$ cat config.mk
export PLATFORM = sky130hd
export DESIGN_NAME = lft_decoder
export DESIGN_NICKNAME = d
export VERILOG_FILES = /design/src/lft_pkg.sv /design/src/lft_byte_rx.sv /design/src/lft_decoder.sv /design/src/lft_pattern_cmp.sv
export VERILOG_INCLUDE_DIRS = /design/src /design/src/src
export SDC_FILE = /design/constraint.sdc
export NUM_CORES = 2
export LEC_CHECK = 0
export BUFFER_PORTS_ARGS = -buffer_cell sky130_fd_sc_hd__clkbuf_2
export CORE_MARGIN = 4
export CORE_UTILIZATION = 68
export CTS_BUF_LIST = sky130_fd_sc_hd__clkbuf_16
export CTS_CLUSTER_DIAMETER = 200
export DETAILED_ROUTE_END_ITERATION = 8
export GPL_TIMING_DRIVEN = 0
export HOLD_SLACK_MARGIN = 0.06
export PLACE_DENSITY_LB_ADDON = 0.2
export SETUP_SLACK_MARGIN = 0.15
export SYNTH_ARGS = -nofsm -noshare
export SYNTH_HDL_FRONTEND = slang
export SYNTH_HIERARCHICAL = 1
export SYNTH_SLANG_ARGS = --single-unit
$ cat constraint.sdc
create_clock -name clock_i -period 133 [get_ports clock_i]
set_clock_uncertainty 0.05 [all_clocks]
set_input_delay 6.65 -clock clock_i [delete_from_list [all_inputs] [get_ports clock_i]]
set_output_delay 6.65 -clock clock_i [all_outputs]
set_load 0.01 [all_outputs]
$ cat src/lft_defines.svh
// Constants of the frame trigger decoder: timing, layout and limits
`ifndef LFT_DEFINES_SVH
`define LFT_DEFINES_SVH

// Clock
`define LFT_CLK_HZ       100000000
`define LFT_CLK_NS       10

// Byte and frame layout
`define LFT_DATA_BITS    8
`define LFT_MAX_BYTES    4'h9
`define LFT_SYNC_BYTE    8'h55
`define LFT_ID_BITS      6
`define LFT_PAR0_POS     6
`define LFT_PAR1_POS     7
`define LFT_PAT_BITS     64
`define LFT_ID_WIDTH     64'h0000_0000_0000_003f

// Line timing in bit times and in nanoseconds
`define LFT_BREAK_BITS   13
`define LFT_GAP_BITS     12
`define LFT_WAKE_MIN_NS  250000

// Predefined bit rates in bit/s
`define LFT_BPS_2400     2400
`define LFT_BPS_4800     4800
`define LFT_BPS_9600     9600
`define LFT_BPS_10417    10417
`define LFT_BPS_19200    19200
`define LFT_BPS_MAX      20000
`define LFT_BPS_MIN      100

`endif

$ cat src/lft_pkg.sv
// Types shared by the frame trigger decoder modules
package lft_pkg;
  `include "lft_defines.svh"

  typedef enum logic [2:0]
  {
    TM_SOF     = 3'b000,
    TM_WAKE    = 3'b001,
    TM_ERROR   = 3'b010,
    TM_IDENT   = 3'b011,
    TM_ID_DATA = 3'b100
  } lft_mode_t;

  typedef enum logic [1:0]
  {
    CO_EQ = 2'b00,
    CO_NE = 2'b01,
    CO_GT = 2'b10,
    CO_LT = 2'b11
  } lft_cmp_op_t;

  typedef enum logic [1:0]
  {
    LV_13  = 2'b00,
    LV_2X  = 2'b01,
    LV_ANY = 2'b10
  } lft_ver_t;

  typedef enum logic [2:0]
  {
    RS_2400  = 3'b000,
    RS_4800  = 3'b001,
    RS_9600  = 3'b010,
    RS_10417 = 3'b011,
    RS_19200 = 3'b100,
    RS_20000 = 3'b101,
    RS_USER  = 3'b110
  } lft_rate_t;

  typedef enum logic [1:0]
  {
    FS_OK       = 2'b00,
    FS_CHK_ERR  = 2'b01,
    FS_PAR_ERR  = 2'b10,
    FS_SYNC_ERR = 2'b11
  } lft_fstate_t;

  typedef struct packed
  {
    logic chk;
    logic par;
    logic syn;
  } lft_err_en_t;

  typedef struct packed
  {
    logic [`LFT_PAT_BITS-1:0] value;
    logic [`LFT_PAT_BITS-1:0] care;
    lft_cmp_op_t              op;
  } lft_pat_t;

  typedef struct packed
  {
    logic [31:0] start_rel;
    logic [5:0]  id;
    logic [3:0]  len;
    logic [63:0] data;
    logic [7:0]  checksum;
    lft_fstate_t state;
  } lft_frame_t;
endpackage : lft_pkg

$ cat src/lft_byte_rx.sv
// Byte receiver: start bit, eight data bits LSB first, stop bit
`timescale 1ns/1ps
module lft_byte_rx
  import lft_pkg::*;
(
  // Clock and reset
  input  wire logic        clock_i,
  input  wire logic        sys_rst_i,
  // Normalised line, 1 is recessive
  input  wire logic        rec_i,
  input  wire logic [19:0] period_i,
  // Received byte
  output logic             valid_o,
  output logic [7:0]       byte_o,
  output logic             stop_ok_o,
  output logic             busy_o
);

  typedef enum logic [2:0]
  {
    RX_IDLE  = 3'b000,
    RX_START = 3'b001,
    RX_BITS  = 3'b010,
    RX_STOP  = 3'b011,
    RX_WAIT  = 3'b100
  } lft_rx_st_t;

  lft_rx_st_t  st;
  lft_rx_st_t  next_st;
  logic [19:0] cnt;
  logic [19:0] next_cnt;
  logic [3:0]  idx;
  logic [3:0]  next_idx;
  logic [7:0]  next_byte;
  logic        next_valid;
  logic        next_stop_ok;

  // Bit timing and shifting, sampled mid bit
  always_comb
  begin
    next_st      = st;
    next_cnt     = (cnt == 20'h0) ? 20'h0 : cnt - 20'h1;
    next_idx     = idx;
    next_byte    = byte_o;
    next_valid   = 1'b0;
    next_stop_ok = stop_ok_o;
    unique case (st)
      RX_IDLE:
        if (!rec_i)
        begin
          next_st  = RX_START;
          next_cnt = {1'b0, period_i[19:1]};
        end
      RX_START:
        if (cnt == 20'h0)
        begin
          next_st  = rec_i ? RX_IDLE : RX_BITS;
          next_cnt = period_i - 20'h1;
          next_idx = 4'h0;
        end
      RX_BITS:
        if (cnt == 20'h0)
        begin
          next_byte = {rec_i, byte_o[7:1]};
          next_idx  = idx + 4'h1;
          next_cnt  = period_i - 20'h1;
          if (idx == 4'h7)
            next_st = RX_STOP;
        end
      RX_STOP:
        if (cnt == 20'h0)
        begin
          next_valid   = 1'b1;
          next_stop_ok = rec_i;
          next_st      = rec_i ? RX_IDLE : RX_WAIT;
        end
      RX_WAIT:
        if (rec_i)
          next_st = RX_IDLE;
      default: next_st = RX_IDLE;
    endcase
  end

  // Receiver registers
  always_ff @(posedge clock_i)
  begin
    if (sys_rst_i)
    begin
      st        <= RX_IDLE;
      cnt       <= 20'h0;
      idx       <= 4'h0;
      byte_o    <= 8'h0;
      valid_o   <= 1'b0;
      stop_ok_o <= 1'b0;
      busy_o    <= 1'b0;
    end
    else
    begin
      st        <= next_st;
      cnt       <= next_cnt;
      idx       <= next_idx;
      byte_o    <= next_byte;
      valid_o   <= next_valid;
      stop_ok_o <= next_stop_ok;
      busy_o    <= (next_st != RX_IDLE);
    end
  end
endmodule : lft_byte_rx

$ cat src/lft_decoder.sv
// Frame trigger decoder top: header, response, errors and trigger events
//
// Functional notes
// - Idle line is recessive logic 1; polarity picks the idle level.
// - Start-of-frame trigger fires at the stop bit of sync byte.
// - Wake-up trigger fires after a complete wake-up pulse.
// - Error trigger fires on any enabled error class, several allowed.
// - Identifier bits 6 and 7 are parity; mismatch flags parity error.
// - Last response byte is the checksum, checked over data (classic) or over data and PROTECTED_IDENTIFIER_BYTE (enhanced).
// - Version setting picks checksum variant, with an any option.
// - Identifier match uses six id bits, never the parity bits.
// - Patterns hold 0, 1 or don't-care per bit, up to 64 bits.
// - Don't-care id pattern allows equal and not-equal; defined adds range.
// - Data pattern length is whole bytes, one to eight bytes.
// - Data compare follows the identifier compare restrictions.
// - Id and data trigger fires at end of last pattern byte.
// - Bit rate from a predefined list or a user bit/s value.
// - Each frame reports start time, id, length, data, checksum, state.
// - Search output reports every matching event, not only the first.
`timescale 1ns/1ps
`include "lft_defines.svh"
module lft_decoder
  import lft_pkg::*;
#(
  parameter int unsigned WAKE_MIN_CYC = `LFT_WAKE_MIN_NS / `LFT_CLK_NS
)
(
  // Clock and reset
  input  wire logic        clock_i,
  input  wire logic        sys_rst_i,
  // Bus data line
  input  wire logic        lin_line_i,
  // Line configuration
  input  wire logic        idle_high_i,
  input  wire lft_ver_t    version_i,
  input  wire lft_rate_t   rate_sel_i,
  input  wire logic [17:0] user_bps_i,
  // Trigger configuration
  input  wire lft_mode_t   mode_i,
  input  wire lft_err_en_t err_en_i,
  input  wire lft_pat_t    id_pat_i,
  input  wire lft_pat_t    data_pat_i,
  input  wire logic [3:0]  data_len_i,
  input  wire logic        arm_i,
  // Events
  output logic             trigger_o,
  output logic             search_hit_o,
  output logic [15:0]      hit_count_o,
  output logic             armed_o,
  // Frame report
  output logic             frame_valid_o,
  output lft_frame_t       frame_o
);

  typedef enum logic [1:0]
  {
    ST_IDLE = 2'b00,
    ST_SYNC = 2'b01,
    ST_PID  = 2'b10,
    ST_DATA = 2'b11
  } lft_st_t;

  // Sum with end-around carry
  function automatic logic [7:0] add8c(input logic [7:0] a,
                                       input logic [7:0] b);
    logic [8:0] s;
    s     = {1'b0, a} + {1'b0, b};
    add8c = s[7:0] + {7'h0, s[8]};
  endfunction : add8c

  // Expected parity pair of a six bit identifier
  function automatic logic [1:0] id_parity(input logic [5:0] id);
    id_parity = {~(id[1] ^ id[3] ^ id[4] ^ id[5]),
                 id[0] ^ id[1] ^ id[2] ^ id[4]};
  endfunction : id_parity

  localparam logic [23:0] WAKE_CYC = 24'(WAKE_MIN_CYC);

  //////////////////////////////////////////////////////////////////////////
  logic        lin_meta;
  logic        lin_sync;
  logic        rec;
  logic        rec_d;
  logic [31:0] bps;
  logic [19:0] period;
  logic [19:0] next_period;
  logic [23:0] brk_cyc;
  logic [23:0] gap_cyc;
  logic [23:0] low_cnt;
  logic [23:0] next_low_cnt;
  logic        brk_end;
  logic        wake_end;

  // Pin synchroniser, starts at the idle level to avoid a false edge
  always_ff @(posedge clock_i)
  begin
    if (sys_rst_i)
    begin
      lin_meta <= idle_high_i;
      lin_sync <= idle_high_i;
    end
    else
    begin
      lin_meta <= lin_line_i;
      lin_sync <= lin_meta;
    end
  end

  assign rec = idle_high_i ? lin_sync : ~lin_sync;

  // Bit period from the selected rate
  always_comb
  begin
    unique case (rate_sel_i)
      RS_2400:  bps = `LFT_BPS_2400;
      RS_4800:  bps = `LFT_BPS_4800;
      RS_9600:  bps = `LFT_BPS_9600;
      RS_10417: bps = `LFT_BPS_10417;
      RS_19200: bps = `LFT_BPS_19200;
      RS_20000: bps = `LFT_BPS_MAX;
      RS_USER:  bps = (user_bps_i < 18'(`LFT_BPS_MIN)) ? `LFT_BPS_MIN
                                                         : 32'(user_bps_i);
      default:  bps = `LFT_BPS_MAX;
    endcase
    next_period = 20'(32'(`LFT_CLK_HZ) / bps);
  end

  // Low pulse length, break and wake-up detection
  always_comb
  begin
    next_low_cnt = rec ? 24'h0 : ((&low_cnt) ? low_cnt : low_cnt + 24'h1);
    brk_end      = rec & ~rec_d & (low_cnt >= brk_cyc);
    wake_end     = rec & ~rec_d & ~brk_end & (low_cnt >= WAKE_CYC);
  end

  // Timing registers
  always_ff @(posedge clock_i)
  begin
    if (sys_rst_i)
    begin
      rec_d   <= 1'b1;
      low_cnt <= 24'h0;
      period  <= 20'h1;
      brk_cyc <= 24'hffffff;
      gap_cyc <= 24'hffffff;
    end
    else
    begin
      rec_d   <= rec;
      low_cnt <= next_low_cnt;
      period  <= next_period;
      brk_cyc <= 24'(period * `LFT_BREAK_BITS);
      gap_cyc <= 24'(period * `LFT_GAP_BITS);
    end
  end

  //////////////////////////////////////////////////////////////////////////
  logic        rx_valid;
  logic [7:0]  rx_byte;
  logic        rx_ok;
  logic        rx_busy;
  logic [71:0] shift_in;
  logic [71:0] dsr;
  logic [71:0] next_dsr;
  logic [63:0] len_mask;
  logic        id_match;
  logic        data_match;

  lft_byte_rx u_rx
  (
    .clock_i   (clock_i),
    .sys_rst_i (sys_rst_i),
    .rec_i     (rec),
    .period_i  (period),
    .valid_o   (rx_valid),
    .byte_o    (rx_byte),
    .stop_ok_o (rx_ok),
    .busy_o    (rx_busy)
  );

  // Observed data with the newest byte lowest
  assign shift_in = {dsr[63:0], rx_byte};
  assign len_mask = (data_len_i >= 4'h8) ? 64'hffff_ffff_ffff_ffff
                  : ((64'h1 << {data_len_i, 3'b000}) - 64'h1);

  lft_pattern_cmp u_id_cmp
  (
    .pat_i   (id_pat_i),
    .obs_i   ({58'h0, rx_byte[5:0]}),
    .width_i (`LFT_ID_WIDTH),
    .match_o (id_match)
  );

  lft_pattern_cmp u_data_cmp
  (
    .pat_i   (data_pat_i),
    .obs_i   (shift_in[63:0]),
    .width_i (len_mask),
    .match_o (data_match)
  );

  //////////////////////////////////////////////////////////////////////////
  lft_st_t     st;
  lft_st_t     next_st;
  logic [3:0]  nb;
  logic [3:0]  next_nb;
  logic [7:0]  protected_identifier_byte;
  logic [7:0]  next_pid;
  logic [7:0]  sum_c;
  logic [7:0]  next_sum_c;
  logic [7:0]  sum_e;
  logic [7:0]  next_sum_e;
  logic [7:0]  prev_c;
  logic [7:0]  next_prev_c;
  logic [7:0]  prev_e;
  logic [7:0]  next_prev_e;
  logic        par_err;
  logic        next_par_err;
  logic        id_hit;
  logic        next_id_hit;
  logic [23:0] gap;
  logic [23:0] next_gap;
  logic [31:0] t_start;
  logic [31:0] next_t_start;
  lft_frame_t  next_frame;
  logic        fin;
  logic        syn_err;
  logic        chk_err;
  logic        ok_c;
  logic        ok_e;
  logic        ev_sof;
  logic        ev_id;
  logic        ev_data;
  logic        ev_err;
  logic [31:0] tick;
  logic [31:0] trig_time;

  // Frame decoder
  always_comb
  begin
    next_st      = st;
    next_nb      = nb;
    next_pid     = protected_identifier_byte;
    next_dsr     = dsr;
    next_sum_c   = sum_c;
    next_sum_e   = sum_e;
    next_prev_c  = prev_c;
    next_prev_e  = prev_e;
    next_par_err = par_err;
    next_id_hit  = id_hit;
    next_t_start = t_start;
    next_frame   = frame_o;
    next_gap     = (rx_busy | rx_valid) ? 24'h0
                 : ((&gap) ? gap : gap + 24'h1);
    fin          = (st != ST_IDLE) && (gap >= gap_cyc);
    syn_err      = (st == ST_SYNC) || (st == ST_PID);
    ev_sof       = 1'b0;
    ev_id        = 1'b0;
    ev_data      = 1'b0;
    unique case (st)
      ST_IDLE: ;
      ST_SYNC:
        if (rx_valid)
        begin
          ev_sof  = rx_ok;
          next_st = ST_PID;
          if (!rx_ok || rx_byte != `LFT_SYNC_BYTE)
            fin = 1'b1;
        end
      ST_PID:
        if (rx_valid)
        begin
          syn_err      = !rx_ok;
          fin          = !rx_ok;
          next_pid     = rx_byte;
          next_par_err = id_parity(rx_byte[5:0]) !=
                         {rx_byte[`LFT_PAR1_POS], rx_byte[`LFT_PAR0_POS]};
          next_sum_c   = 8'h0;
          next_sum_e   = rx_byte;
          next_id_hit  = id_match;
          ev_id        = id_match;
          next_st      = ST_DATA;
        end
      ST_DATA:
        if (rx_valid && rx_ok)
        begin
          next_dsr    = shift_in;
          next_nb     = nb + 4'h1;
          next_prev_c = sum_c;
          next_prev_e = sum_e;
          next_sum_c  = add8c(sum_c, rx_byte);
          next_sum_e  = add8c(sum_e, rx_byte);
          ev_data     = id_hit && data_match && (data_len_i != 4'h0)
                        && (next_nb == data_len_i);
          fin         = (next_nb == `LFT_MAX_BYTES);
        end
        else if (rx_valid)
          fin = 1'b1;
    endcase
    // Checksum taken as the last byte, before the newest sum
    ok_c    = add8c(next_prev_c, next_dsr[7:0]) == 8'hff;
    ok_e    = add8c(next_prev_e, next_dsr[7:0]) == 8'hff;
    unique case (version_i)
      LV_13:   chk_err = !ok_c;
      LV_2X:   chk_err = !ok_e;
      default: chk_err = !(ok_c || ok_e);
    endcase
    chk_err = chk_err && (next_nb != 4'h0) && !syn_err;
    ev_err  = fin && ((syn_err && err_en_i.syn) ||
                      (next_par_err && err_en_i.par) ||
                      (chk_err && err_en_i.chk));
    if (fin)
    begin
      next_st              = ST_IDLE;
      next_frame.start_rel = t_start - trig_time;
      next_frame.id        = next_pid[5:0];
      next_frame.len       = (next_nb == 4'h0) ? 4'h0 : next_nb - 4'h1;
      next_frame.data      = next_dsr[71:8];
      next_frame.checksum  = (next_nb == 4'h0) ? 8'h0 : next_dsr[7:0];
      next_frame.state     = syn_err      ? FS_SYNC_ERR
                           : next_par_err ? FS_PAR_ERR
                           : chk_err      ? FS_CHK_ERR : FS_OK;
    end
    // A completed break opens a new header
    if (brk_end)
    begin
      next_st      = ST_SYNC;
      next_nb      = 4'h0;
      next_dsr     = 72'h0;
      next_par_err = 1'b0;
      next_id_hit  = 1'b0;
      next_t_start = tick;
    end
  end

  // Decoder registers
  always_ff @(posedge clock_i)
  begin
    if (sys_rst_i)
    begin
      st            <= ST_IDLE;
      nb            <= 4'h0;
      protected_identifier_byte           <= 8'h0;
      dsr           <= 72'h0;
      sum_c         <= 8'h0;
      sum_e         <= 8'h0;
      prev_c        <= 8'h0;
      prev_e        <= 8'h0;
      par_err       <= 1'b0;
      id_hit        <= 1'b0;
      gap           <= 24'h0;
      t_start       <= 32'h0;
      frame_o       <= '0;
      frame_valid_o <= 1'b0;
    end
    else
    begin
      st            <= next_st;
      nb            <= next_nb;
      protected_identifier_byte           <= next_pid;
      dsr           <= next_dsr;
      sum_c         <= next_sum_c;
      sum_e         <= next_sum_e;
      prev_c        <= next_prev_c;
      prev_e        <= next_prev_e;
      par_err       <= next_par_err;
      id_hit        <= next_id_hit;
      gap           <= next_gap;
      t_start       <= next_t_start;
      frame_o       <= next_frame;
      frame_valid_o <= fin;
    end
  end

  //////////////////////////////////////////////////////////////////////////
  logic        hit;
  logic        next_armed;

  // Event selection, trigger and search outputs
  always_comb
  begin
    unique case (mode_i)
      TM_SOF:     hit = ev_sof;
      TM_WAKE:    hit = wake_end;
      TM_ERROR:   hit = ev_err;
      TM_IDENT:   hit = ev_id;
      TM_ID_DATA: hit = ev_data;
      default:    hit = 1'b0;
    endcase
    next_armed = arm_i | (armed_o & ~hit);
  end

  // Event registers
  always_ff @(posedge clock_i)
  begin
    if (sys_rst_i)
    begin
      tick         <= 32'h0;
      trig_time    <= 32'h0;
      trigger_o    <= 1'b0;
      search_hit_o <= 1'b0;
      hit_count_o  <= 16'h0;
      armed_o      <= 1'b1;
    end
    else
    begin
      tick         <= tick + 32'h1;
      trig_time    <= (hit & armed_o) ? tick : trig_time;
      trigger_o    <= hit & armed_o;
      search_hit_o <= hit;
      hit_count_o  <= hit_count_o + {15'h0, hit};
      armed_o      <= next_armed;
    end
  end
endmodule : lft_decoder

$ cat src/lft_pattern_cmp.sv
// Masked pattern compare with equal, not-equal and range tests
`timescale 1ns/1ps
module lft_pattern_cmp
  import lft_pkg::*;
(
  // Pattern and observed value
  input  wire lft_pat_t    pat_i,
  input  wire logic [63:0] obs_i,
  input  wire logic [63:0] width_i,
  // Result
  output logic             match_o
);

  logic [63:0] obs_m;
  logic [63:0] val_m;
  logic [63:0] diff;
  logic        defined;

  // Compare only bits inside the width, care bits only for equal and not-equal
  always_comb
  begin
    obs_m   = obs_i & width_i;
    val_m   = pat_i.value & width_i;
    diff    = (obs_m ^ val_m) & pat_i.care;
    defined = &(pat_i.care | ~width_i);
    unique case (pat_i.op)
      CO_EQ: match_o = (diff == 64'h0);
      CO_NE: match_o = (diff != 64'h0);
      CO_GT: match_o = defined && (obs_m > val_m);
      CO_LT: match_o = defined && (obs_m < val_m);
    endcase
  end
endmodule : lft_pattern_cmp

==> impl_metrics.toml <==
[route]
drtAntennaViolNets = 0
first_pass_iters = 6
avgViaCountPerCell = 6.398
drt-total-wl_um = 196600
vias = 60110
post_drt_wl_per_cell_um = 20.92
first_iter_violations = 5884
drc = 0

[setup_path]
critPathLaunch = "user_bps_i[14]"
crit_path_end = "period[0]"
regToRegEndpoint = "trig_time[9]"
rr_worst_depth = 35
cpMostUsedCell = "o21a_1"
startpoint_type = "input pin"
cp_num_buf_inv = 52
regToRegSetupSlack_ps = 123460
max_stage_delay_ps = 830
crit_slowest_cell = "nor4_2"
required_ps = 133370
crit_fanout = 26
crit_cells = 392
regToRegStartpoint = "st[0]"
cp_data_arrival_time_ps = 104350
worstSetupPathType = "in -> reg"
end_kind = "register"
crit_family = "compound AO/OA/AOI/OAI gates"

[global_route]
overflow = 0
grt_pass1_wl_um = 304500
grt_use_total_pct = 41.73
grt_max_degree = 30
grt_pass1_vias = 57450
antenna_found_initial = 4

[die]
initial_utilization_pct = 68.52
ios = 434
fp.coreArea_mm2 = 0.08342
die_area_mm2 = 0.08876
die_y_um = 297.9
die_x_um = 297.9
placementRows = 106

[timing]
rsz0062_at_grt = "false"
maxSlewHeadroom_pct = 2.090
period_needed_ps = 103980
fmax_mhz = 9.617
setup_violations = 0
fin_setup_tns_ps = 0
worstMarginPinSlew_ps = 1457
finalMaxSlewViolations = 0
fin_crit_sh_pct = 78.18
hold_viol = 0

[logic_synthesis]
synth_cells = 7527
ys_seq_elements = 505
synth_cell_types = 131
synth_edf_count = 0
synthTopCellsByArea = "dfxtp_1 (18%), ha_1 (15%), nor2_1 (5.3%), a21oi_1 (4.5%), nand2_1 (4.3%)"
ys_warn_count = 6
syn_area_mm2 = 0.05716
synth_top_area_share_pct = 17.69
synth_area_leader_cell = "dfxtp_1"
synthTopCellsByCount = "nor2_1 (811), ha_1 (684), nand2_1 (653), a21oi_1 (510), dfxtp_1 (505)"
avgSynthCellArea_um2 = 7.594
synth_seq_area_share_pct = 17.69
async_reset_ff_share_pct = 0
synthMostInstantiatedCell = "nor2_1"
synthFlopType = "dfxtp_1"

[clocking]
numCtsBuffers = 47
clk_latency_ps = 600
cts_root_buf = "clkbuf_16"
post_cts_buffers = 0
cts.sinks = 505
clk_pin_slew_ps = 60
cts_max_path_buffers = 3
hold_buffers = 0
cts_resized = 0
cts-htree-levels = 2
cts_tree = "done"

[place]
io_buffers = 431
placed_cell_area_mm2 = 0.06200
gp_congestion = 1.033
hpwlAfterDp_um = 154900

[final_layout]
nNetsFinal = 9295
syn2layout_area_growth_pct = 11.34
drive_gt1_share_pct = 9.495
stdcell_area_mm2 = 0.06364

[flow_run]
maxCapViolations = 0

[worst_hold_path]
hold_path_class = "reg -> reg"

[status]
status = "completed"
==> registers in the layout, summed over array words and instances, names as in the netlist, 2 cells and up <==
register and flops:
u_rx/idx 4, dsr 72, nb 4, hit_count_o 16, sum_e 8, gap_cyc 22
tick 32, gap 24, u_rx/st 3, trig_time 32, prev_e 8, frame_o 116
low_cnt 24, u_rx/byte_o 8, st 2, t_start 32, u_rx/cnt 20, protected_identifier_byte 6
sum_c 8, brk_cyc 24, period 20, prev_c 8
==> layout by cell type (no fill, tap or decap), drive strengths merged, types with 256 or more instances in the layout <==
master / synthesis / layout
clkbuf: 181 / 660
xnor2: 268 / 268
a21oi: 512 / 512
ha: 684 / 684
conb: 2 / 256
dfxtp: 505 / 505
inv: 467 / 480
o21ai: 330 / 330
nor2: 811 / 811
nand2: 653 / 653
==> logic make-up after synthesis <==
| group | count (synthesis) | synth area share (%) |
|---|---|---|
| AO/OA/AOI/OAI | 2046 | 24.17 |
| other | 2 | 0.01314 |
| multiplexers | 321 | 5.871 |
| adder cells (fa/ha/maj) | 724 | 16.37 |
| AND/OR/NAND/NOR | 2752 | 23.86 |
| buffers and inverters | 705 | 4.781 |
| flip-flops | 505 | 17.69 |
| XOR/XNOR | 472 | 7.246 |
==> metal layers <==
layer | vias up | track usage [%] | part of all wire, %
met5 | - | 0 | 0.0051
met4 | 2 | 29.97 | 8.6
met3 | 851 | 6.165 | 8.2
met2 | 2946 | 70.82 | 46
met1 | 27890 | 48.10 | 38
li1 | 28420 | - | -
==> area by class of cell <==
cell class,count,area (um^2)
repair buffers,443,2420
clock buffers,48,1201
multi-input cells,6571,45380
well taps,1080,1351
plain buffers,237,975.9
fillers,6350,19780
inverters,468,1757
diodes,4,10.01
clock inverters,38,431.7
flip-flops and latches,505,10110
==> tightest hold or removal path, cell delays in order, from the launching register on <==
cell and delay, ps:
dfxtp_1 320, nand2_1 50, o21ai_0 50
==> through the flow <==
step	utilization [%]	hold slack (ps)	setup slack [ps]	cells
floorplan	-	365.4	49300	7781
CTS	76.27	405.7	31930	9390
global placement	73.87	373.5	29910	9292
global route	76.28	430.6	22410	9393
detailed placement	74.32	391.3	31620	9304
finish	76.29	404.9	29020	9394
==> worst min path at each step <==
stage                     cells past startpoint          to  startpoint
after floorplan                               2    lin_sync    lin_meta
after global placement                        2    lin_sync    lin_meta
after detailed placement                      2  frame_o[6]  frame_o[6]
after CTS                                     2  frame_o[6]  frame_o[6]
after global routing                          2    lin_sync    lin_meta
final                                         2  frame_o[6]  frame_o[6]
Power is left out: the tool's default activity adds up to more than one toggle a clock period on the data nets, which glitch-free logic cannot reach.
